### config.mk
export PLATFORM = sky130hd
export DESIGN_NAME = mau_moving_average_unit
export DESIGN_NICKNAME = d
export VERILOG_FILES = /design/src/hw/mau_pkg.sv /design/src/hw/mau_moving_average_unit.sv /design/src/hw/mau_round_div.sv
export VERILOG_INCLUDE_DIRS = /design/src /design/src/hw
export SDC_FILE = /design/constraint.sdc
export NUM_CORES = 2
export LEC_CHECK = 0
export BUFFER_PORTS_ARGS = -buffer_cell sky130_fd_sc_hd__buf_2
export CAP_MARGIN = 10
export CORE_MARGIN = 2
export CORE_UTILIZATION = 45
export CTS_BUF_LIST = sky130_fd_sc_hd__clkbuf_8
export DETAILED_ROUTE_END_ITERATION = 12
export PLACE_DENSITY = 0.68
export SLEW_MARGIN = 20
export SYNTH_ARGS = -nofsm -noshare
export SYNTH_HDL_FRONTEND = slang
export SYNTH_SLANG_ARGS = --single-unit
### constraint.sdc
create_clock -name sys_clk -period 6.78 [get_ports sys_clk]
set_input_delay 0.678 -clock sys_clk [delete_from_list [all_inputs] [get_ports sys_clk]]
set_output_delay 0.678 -clock sys_clk [all_outputs]
set_load 0.1 [all_outputs]
### src/hw/mau_regs.svh
// Register offsets, field positions, reset values and counts of the moving average unit
`ifndef MAU_REGS_SVH
`define MAU_REGS_SVH

// ------------------------------------------------------------
// Register word addresses
// ------------------------------------------------------------
`define MAU_ADDR_RESULT 8'h00
`define MAU_ADDR_INFO 8'h01
`define MAU_ADDR_STATUS 8'h02
`define MAU_ADDR_MASK 8'h03
`define MAU_ADDR_CTRL 8'h04
`define MAU_ADDR_FLAGS 8'h05
`define MAU_ADDR_WORK_BASE 8'h40

// ------------------------------------------------------------
// Processing-information word fields
// ------------------------------------------------------------
`define MAU_PTR_LSB 0
`define MAU_PTR_MSB 7
`define MAU_VALID_BIT 15
`define MAU_INFO_RST 16'h0000

// ------------------------------------------------------------
// Status and mask bit positions
// ------------------------------------------------------------
`define MAU_STS_ERROR 0
`define MAU_STS_AVG_VALID 1
`define MAU_STS_RESULT 2
`define MAU_STS_WIDTH 3
`define MAU_STS_RST 3'h0
`define MAU_MASK_RST 3'h0

// ------------------------------------------------------------
// Control word
// ------------------------------------------------------------
`define MAU_CTRL_EN 0
`define MAU_CTRL_RST 1'h1

// ------------------------------------------------------------
// Counts and result reset value
// ------------------------------------------------------------
`define MAU_MAX_COUNT 7'h40
`define MAU_DIV_STEPS 5'h16
`define MAU_RESULT_RST 16'h0000

`endif

### src/hw/mau_pkg.sv
// Types shared by the moving average unit
package mau_pkg;

    // ------------------------------------------------------------
    // Sequencer states
    // ------------------------------------------------------------
    typedef enum logic [1:0] {
        MAU_ST_IDLE = 2'b00,
        MAU_ST_SUM = 2'b01,
        MAU_ST_DIV = 2'b10
    } mau_state_t;

    typedef logic [15:0] mau_word_t;

endpackage

### src/hw/mau_moving_average_unit.sv
// Moving average unit: per-scan sample store, sliding mean, register port
//
// Operation
// - Error indicator on zero count, else off
// - First count-minus-one samples fill work area
// - Each store increments pointer in bits 07:00
// - Before full count, result copies source, flag off
// - At full count, mean written, flag bit 15 set
// - Later cycles average latest count-many samples
// - Counts above 64 act as 64
// - Pointer wraps to zero, storage circular
// - Mean rounded to nearest integer
// - Condition rising edge clears processing word
`timescale 1ns/1ns
`include "mau_regs.svh"

module mau_moving_average_unit
    import mau_pkg::*;
(
    // Clock and reset
    input wire logic sys_clk,
    input wire logic rst_n,
    // Scan engine operands
    input wire logic scan_strobe,
    input wire logic exec_cond,
    input wire logic [15:0] source_word,
    input wire logic [15:0] sample_count,
    // Scan engine answers
    output logic busy,
    output logic error_indicator,
    output mau_word_t result_word,
    output mau_word_t proc_info,
    // Register port
    input wire logic [7:0] reg_addr,
    input wire logic [15:0] reg_wdata,
    input wire logic reg_wr,
    input wire logic reg_rd,
    output mau_word_t reg_rdata,
    // Interrupt
    output logic irq
);

    // ------------------------------------------------------------
    // Helper functions
    // ------------------------------------------------------------
    function automatic logic [6:0] eff_count(input logic [15:0] n);
        if (n > {9'h000, `MAU_MAX_COUNT}) begin
            eff_count = `MAU_MAX_COUNT;
        end else begin
            eff_count = n[6:0];
        end
    endfunction

    function automatic logic addr_hit(input logic [7:0] a, input logic [7:0] b);
        addr_hit = (a == b);
    endfunction

    // ------------------------------------------------------------
    // State
    // ------------------------------------------------------------
    mau_word_t work_mem [0:63];
    mau_state_t state_q;
    mau_state_t state_d;
    mau_word_t result_q;
    mau_word_t info_q;
    mau_word_t rdata_q;
    logic err_q;
    logic prev_exec_q;
    logic [21:0] sum_q;
    logic [5:0] idx_q;
    logic [6:0] n_q;
    logic [`MAU_STS_WIDTH-1:0] sts_q;
    logic [`MAU_STS_WIDTH-1:0] mask_q;
    logic ctrl_en_q;

    // ------------------------------------------------------------
    // Scan acceptance
    // ------------------------------------------------------------
    wire idle = (state_q == MAU_ST_IDLE);
    wire scan_go = scan_strobe && ctrl_en_q && idle;
    wire exec_now = scan_go && exec_cond;
    wire exec_rise = exec_now && !prev_exec_q;
    wire count_zero = (sample_count == 16'h0000);
    wire store = exec_now && !count_zero;
    wire [6:0] n_eff = eff_count(sample_count);

    // ------------------------------------------------------------
    // Pointer and flag arithmetic
    // ------------------------------------------------------------
    wire [15:0] info_base = exec_rise ? `MAU_INFO_RST : info_q;
    wire [7:0] ptr_cur = info_base[`MAU_PTR_MSB:`MAU_PTR_LSB];
    wire valid_cur = info_base[`MAU_VALID_BIT];
    wire ptr_out = (ptr_cur >= {1'b0, n_eff});
    wire [5:0] wr_idx = ptr_out ? 6'h00 : ptr_cur[5:0];
    wire last_slot = ({1'b0, wr_idx} == (n_eff - 7'h01));
    wire [7:0] ptr_inc = {2'b00, wr_idx} + 8'h01;
    wire [7:0] ptr_nxt = last_slot ? 8'h00 : ptr_inc;
    wire valid_nxt = valid_cur || last_slot;
    wire [15:0] info_nxt = {valid_nxt, 7'h00, ptr_nxt};
    wire avg_rise = store && valid_nxt && !valid_cur;

    // ------------------------------------------------------------
    // Summation over the work area
    // ------------------------------------------------------------
    wire [21:0] sum_add = sum_q + {6'h00, work_mem[idx_q]};
    wire sum_last = (state_q == MAU_ST_SUM) && ({1'b0, idx_q} == (n_q - 7'h01));
    wire [21:0] dividend = sum_add + {16'h0000, n_q[6:1]};
    wire div_start = sum_last;
    mau_word_t div_quot;
    logic div_done;

    mau_round_div u_div (
        .sys_clk(sys_clk),
        .rst_n(rst_n),
        .start(div_start),
        .dividend(dividend),
        .divisor(n_q),
        .quotient(div_quot),
        .done(div_done)
    );

    // ------------------------------------------------------------
    // Sequencer
    // ------------------------------------------------------------
    always_comb begin
        state_d = state_q;
        unique case (state_q)
            MAU_ST_IDLE: begin
                if (store && valid_nxt) begin
                    state_d = MAU_ST_SUM;
                end
            end
            MAU_ST_SUM: begin
                if (sum_last) begin
                    state_d = MAU_ST_DIV;
                end
            end
            MAU_ST_DIV: begin
                if (div_done) begin
                    state_d = MAU_ST_IDLE;
                end
            end
            default: begin
                state_d = MAU_ST_IDLE;
            end
        endcase
    end

    always_ff @(posedge sys_clk) begin
        if (!rst_n) begin
            state_q <= MAU_ST_IDLE;
        end else begin
            state_q <= state_d;
        end
    end

    // ------------------------------------------------------------
    // Sample store
    // ------------------------------------------------------------
    always_ff @(posedge sys_clk) begin
        if (store) begin
            work_mem[wr_idx] <= source_word;
        end
    end

    // ------------------------------------------------------------
    // Summation registers
    // ------------------------------------------------------------
    always_ff @(posedge sys_clk) begin
        if (!rst_n) begin
            sum_q <= 22'h00_0000;
            idx_q <= 6'h00;
            n_q <= 7'h01;
        end else if (store && valid_nxt) begin
            sum_q <= 22'h00_0000;
            idx_q <= 6'h00;
            n_q <= n_eff;
        end else if (state_q == MAU_ST_SUM) begin
            sum_q <= sum_add;
            idx_q <= idx_q + 6'h01;
        end
    end

    // ------------------------------------------------------------
    // Execution edge tracking
    // ------------------------------------------------------------
    always_ff @(posedge sys_clk) begin
        if (!rst_n) begin
            prev_exec_q <= 1'b1;
        end else if (scan_go) begin
            prev_exec_q <= exec_cond;
        end
    end

    // ------------------------------------------------------------
    // Error indicator
    // ------------------------------------------------------------
    always_ff @(posedge sys_clk) begin
        if (!rst_n) begin
            err_q <= 1'b0;
        end else if (exec_now) begin
            err_q <= count_zero;
        end
    end

    // ------------------------------------------------------------
    // Result word
    // ------------------------------------------------------------
    always_ff @(posedge sys_clk) begin
        if (!rst_n) begin
            result_q <= `MAU_RESULT_RST;
        end else if (store && !valid_nxt) begin
            result_q <= source_word;
        end else if ((state_q == MAU_ST_DIV) && div_done) begin
            result_q <= div_quot;
        end
    end

    // ------------------------------------------------------------
    // Processing-information word
    // ------------------------------------------------------------
    wire sw_info_wr = reg_wr && addr_hit(reg_addr, `MAU_ADDR_INFO);

    always_ff @(posedge sys_clk) begin
        if (!rst_n) begin
            info_q <= `MAU_INFO_RST;
        end else if (store) begin
            info_q <= info_nxt;
        end else if (exec_rise) begin
            info_q <= `MAU_INFO_RST;
        end else if (sw_info_wr) begin
            info_q <= reg_wdata;
        end
    end

    // ------------------------------------------------------------
    // Interrupt status and mask
    // ------------------------------------------------------------
    wire sw_sts_wr = reg_wr && addr_hit(reg_addr, `MAU_ADDR_STATUS);
    wire sw_mask_wr = reg_wr && addr_hit(reg_addr, `MAU_ADDR_MASK);
    wire sw_ctrl_wr = reg_wr && addr_hit(reg_addr, `MAU_ADDR_CTRL);
    wire result_evt = (store && !valid_nxt) || ((state_q == MAU_ST_DIV) && div_done);
    wire [`MAU_STS_WIDTH-1:0] sts_set = {result_evt, avg_rise, exec_now && count_zero};
    wire [`MAU_STS_WIDTH-1:0] sts_clr = sw_sts_wr ? reg_wdata[`MAU_STS_WIDTH-1:0] : 3'h0;
    wire [`MAU_STS_WIDTH-1:0] sts_d = (sts_q & ~sts_clr) | sts_set;

    always_ff @(posedge sys_clk) begin
        if (!rst_n) begin
            sts_q <= `MAU_STS_RST;
            mask_q <= `MAU_MASK_RST;
            ctrl_en_q <= `MAU_CTRL_RST;
        end else begin
            sts_q <= sts_d;
            if (sw_mask_wr) begin
                mask_q <= reg_wdata[`MAU_STS_WIDTH-1:0];
            end
            if (sw_ctrl_wr) begin
                ctrl_en_q <= reg_wdata[`MAU_CTRL_EN];
            end
        end
    end

    // ------------------------------------------------------------
    // Register read port
    // ------------------------------------------------------------
    wire [7:0] work_base = `MAU_ADDR_WORK_BASE;
    wire work_sel = (reg_addr[7:6] == work_base[7:6]);
    wire [15:0] flags_word = {13'h0000, busy, prev_exec_q, err_q};
    wire [15:0] rd_mux =
        work_sel ? work_mem[reg_addr[5:0]] :
        addr_hit(reg_addr, `MAU_ADDR_RESULT) ? result_q :
        addr_hit(reg_addr, `MAU_ADDR_INFO) ? info_q :
        addr_hit(reg_addr, `MAU_ADDR_STATUS) ? {13'h0000, sts_q} :
        addr_hit(reg_addr, `MAU_ADDR_MASK) ? {13'h0000, mask_q} :
        addr_hit(reg_addr, `MAU_ADDR_CTRL) ? {15'h0000, ctrl_en_q} :
        addr_hit(reg_addr, `MAU_ADDR_FLAGS) ? flags_word :
        16'h0000;

    always_ff @(posedge sys_clk) begin
        if (!rst_n) begin
            rdata_q <= 16'h0000;
        end else if (reg_rd) begin
            rdata_q <= rd_mux;
        end else begin
            rdata_q <= 16'h0000;
        end
    end

    // ------------------------------------------------------------
    // Outputs
    // ------------------------------------------------------------
    assign busy = !idle;
    assign error_indicator = err_q;
    assign result_word = result_q;
    assign proc_info = info_q;
    assign reg_rdata = rdata_q;
    assign irq = |(sts_q & mask_q);

endmodule

### src/hw/mau_round_div.sv
// Sequential restoring divider for the rounded mean
`timescale 1ns/1ns
`include "mau_regs.svh"

module mau_round_div
    import mau_pkg::*;
(
    // Clock and reset
    input wire logic sys_clk,
    input wire logic rst_n,
    // Request
    input wire logic start,
    input wire logic [21:0] dividend,
    input wire logic [6:0] divisor,
    // Answer
    output mau_word_t quotient,
    output logic done
);

    // ------------------------------------------------------------
    // Datapath
    // ------------------------------------------------------------
    logic [21:0] quo_q;
    logic [7:0] rem_q;
    logic [6:0] dvs_q;
    logic [4:0] cnt_q;
    logic run_q;
    logic done_q;

    wire [7:0] trial = {rem_q[6:0], quo_q[21]};
    wire fits = trial >= {1'b0, dvs_q};
    wire [7:0] rem_nx = fits ? trial - {1'b0, dvs_q} : trial;
    wire last_step = run_q && (cnt_q == `MAU_DIV_STEPS - 5'h01);

    always_ff @(posedge sys_clk) begin
        if (!rst_n) begin
            quo_q <= 22'h00_0000;
            rem_q <= 8'h00;
            dvs_q <= 7'h01;
            cnt_q <= 5'h00;
            run_q <= 1'b0;
            done_q <= 1'b0;
        end else if (start) begin
            quo_q <= dividend;
            rem_q <= 8'h00;
            dvs_q <= divisor;
            cnt_q <= 5'h00;
            run_q <= 1'b1;
            done_q <= 1'b0;
        end else begin
            done_q <= last_step;
            if (run_q) begin
                quo_q <= {quo_q[20:0], fits};
                rem_q <= rem_nx;
                cnt_q <= cnt_q + 5'h01;
                run_q <= !last_step;
            end
        end
    end

    assign quotient = quo_q[15:0];
    assign done = done_q;

endmodule

==> qor.yml <==
routing:
  drc_errors: 0
  wl_per_cell_um: 33.6
  vias_per_cell: 6.63
  dr.pass1.iters: 6
  antenna_left: 0
  drt_iter0_markers: 5177
  drt-total-wl_mm: 168
  vias: 33100
critical_path:
  path_class: "reg -> reg"
  slowest_delay_ns: 0.59
  arrival_ns: 7.19
  critPathMaxFanout: 31
  end_kind: "register"
  start_kind: "register"
  crit_required_ns: 7.58
  slowest_stage: "mux4_2"
  crit_top_cell: "mux4_2"
  r2r_slack_ns: 0.39
  crit_chain: "buf_12 -> buf_12 -> buf_4 -> mux4_2 -> mux4_2 -> mux4_2 -> ha_1 -> a21oi_1 -> o21ai_0 -> a211oi_1 -> nor4_1 -> nand4_1 -> nor3_1 -> a21boi_0 -> o31a_1 -> o311a_1"
synthesis:
  synth_top_area_share_pct: 55.4
  synth_edf_count: 1024
  synthFlopType: "edfxtp_1"
  synthXorXnorAreaFrac_pct: 0.978
  synth_area_leaders: "edfxtp_1 (55%), mux4_2 (27%), dfxtp_1 (5.2%), nor2_1 (1.0%), mux2i_1 (0.99%)"
  synth_top_family_by_area: "multiplexers"
  synth_seq_cells: 1167
  synthMuxAreaShare_pct: 28.4
  synth-compound-area-share_pct: 3.39
  syn_inst: 2987
  synth_warnings: 0
  syn_area_um2: 55500
  yosysTopAreaCell: "edfxtp_1"
  synth_most_common_cell: "edfxtp_1"
  syn_nets: 3094
  synthAdderAreaFrac_pct: 1.06
  synth-simple-area-share_pct: 3.78
  syn_avg_cell_area_um2: 18.6
  synth_seq_area_share_pct: 60.6
  synth_commonest_cells: "edfxtp_1 (1024), mux4_2 (672), nor2_1 (154), dfxtp_1 (143), clkbuf_1 (141)"
  async_reset_ff_share_pct: 0
  yosysUniqueCellTypes: 77
timing:
  finalCriticalPeriod_ns: 6.39
  finalSetupViolCount: 0
  fin_setup_tns_ns: 0
  hold_slack_ns: 0.107
  tightest_slew_ns: 1.10
  post-route-period-util_pct: 94.3
  max_freq_mhz: 156
  slew_headroom_pct: 26.2
  drv_slew: 0
  rsz0062_at_grt: "no"
  skew_ns: 0.0356
  hold_viol: 0
global_routing:
  first_global_vias: 33200
  grt_pass1_wl_mm: 240
  grt_usage_pct: 26.7
  antenna_found_initial: 12
  grt_max_degree: 90
  grt_overflow: 0
clocking:
  clk_latency_ns: 0.92
  clock_path_buffers: 3
  htreeDepth: 4
  cts_tree: "built"
  cts_resized: 0
  numCtsBuffers: 183
  cts_num_sinks: 1167
  holdBufCountCts: 8
  ctsRootBufferMaster: "clkbuf_8"
  path_clk_slew_ns: 0.07
  post_cts_buffers: 0
pwr:
  total_power_uw: 14800
  p_per_area_nw_per_um2: 237
  power_leakage_uw: 0.0199
  vdd_drop_max_uv: 217
floorplanning:
  ios: 113
  core_area_um2: 122000
  die-area_um2: 126000
  row_count: 128
  die_height_um: 355
  initial_core_util_pct: 45.5
  die_x_um: 355
placement:
  numPlacedInstances: 4652
  dp_hpwl_mm: 106
  port-buffer-count: 112
  gp_congestion: 0.896
finish:
  nNetsFinal: 3327
  utilization_pct: 51.1
  fillCellCount: 9680
  syn_to_final_growth_pct: 12.4
  fin_cells: 4995
  final_layout_size_suffix_gt1_share_pct: 37.6
worst_hold_path:
  hp-class: "in -> reg"
outcome:
  outcome: "finished clean"
job:
  maxCapViolCount: 0
[sequential cells by signal (all words and copies together), names as in the netlist, 5 cells and up, named ones only]
signal and count:
sum_q 22, idx_q 6, result_word 16, u_div.rem_q 7, proc_info 16, work_mem 1024
reg_rdata 16, u_div.quo_q 22, u_div.cnt_q 5, u_div.dvs_q 7, n_q 7
[critical path: cells and delay by family (launching register included)]
kind | cells | cell delay [ns]
AND/OR/NAND/NOR | 3 | 1.19
multiplexers | 3 | 1.69
buffers and inverters | 3 | 0.87
AO/OA/AOI/OAI | 6 | 1.59
adder cells (fa/ha/maj) | 1 | 0.50
flip-flops | 1 | 0.37
[placed cells by master (no fill, tap or decap), types with 15 or more instances in the layout]
| cell | count |
|---|---|
| buf_4 | 133 |
| xnor2_1 | 40 |
| a211oi_1 | 17 |
| nand4_1 | 23 |
| clkinv_2 | 26 |
| ha_1 | 42 |
| xor2_1 | 22 |
| o311a_1 | 19 |
| dfxtp_1 | 138 |
| nand2_1 | 135 |
| mux4_2 | 672 |
| nor2b_1 | 20 |
| edfxtp_1 | 1024 |
| o21ai_1 | 19 |
| clkbuf_8 | 189 |
| o21ai_0 | 44 |
| nor2_1 | 95 |
| a222oi_1 | 15 |
| o211a_1 | 15 |
| nand3_1 | 26 |
| mux2i_1 | 55 |
| clkinv_1 | 37 |
| inv_1 | 84 |
| nor2_2 | 59 |
| nor3_1 | 20 |
| buf_2 | 106 |
| buf_12 | 23 |
| a21oi_1 | 75 |
[report_power, final]
part	leakage [uW]	total (uW)	internal, uW	switching (uW)
Combinational	0.00753	1170	419	756
Sequential	0.0104	7880	7850	34.9
Clock	0.00197	5740	2900	2840
[cell type report]
type / instances / area, um2 / share of cell area [%]
Timing Repair Buffer: 272 / 2100 / 3.36
Inverter: 32 / 121 / 0.195
Multi-Input combinational cell: 1564 / 21100 / 33.7
Clock inverter: 136 / 831 / 1.33
Antenna cell: 10 / 25.0 / 0.0401
Clock buffer: 189 / 2600 / 4.17
Tap cell: 1625 / 2030 / 3.26
Sequential cell: 1167 / 33600 / 53.9
[per-layer routing]
| metal | up-vias | global-route usage (%) | part of all wire (%) |
|---|---|---|---|
| met2 | 2194 | 41.4 | 47 |
| met5 | - | 0 | 0.043 |
| met3 | 373 | 6.41 | 12 |
| li1 | 13200 | - | - |
| met4 | 10 | 11.3 | 4.2 |
| met1 | 17400 | 36.5 | 37 |
[metrics by stage]
| step | cell area, um2 | setup slack [ns] |
|---|---|---|
| final | 62400 | 0.389 |
| after global routing | 62400 | 0.0688 |
| after CTS | 62400 | 0.499 |
| after detailed placement | 58900 | 0.502 |
| after global placement | 58800 | 0.507 |
| after floorplan | 55500 | 0.553 |
[path summary, 6_finish.rpt]
path	from	to	depth (start not counted)
worst max-delay path	register	u_div.quo_q[20]	16
worst min register to register	sum_q[13]	sum_q[13]	2
worst max register to register	register	u_div.quo_q[20]	16
worst min-delay path	reg_wdata[0]	ctrl_en_q	3
[cells by family after synthesis]
| kind of cell | after synthesis |
|---|---|
| and+or+nand+nor | 451 |
| adders and majority gates | 45 |
| AOI/OAI and AO/OA | 274 |
| DFF | 1167 |
| xor gates and xnor gates | 62 |
| buffers and inverters | 256 |
| muxes | 732 |
Note: power is estimated with default switching activity, not from simulation.
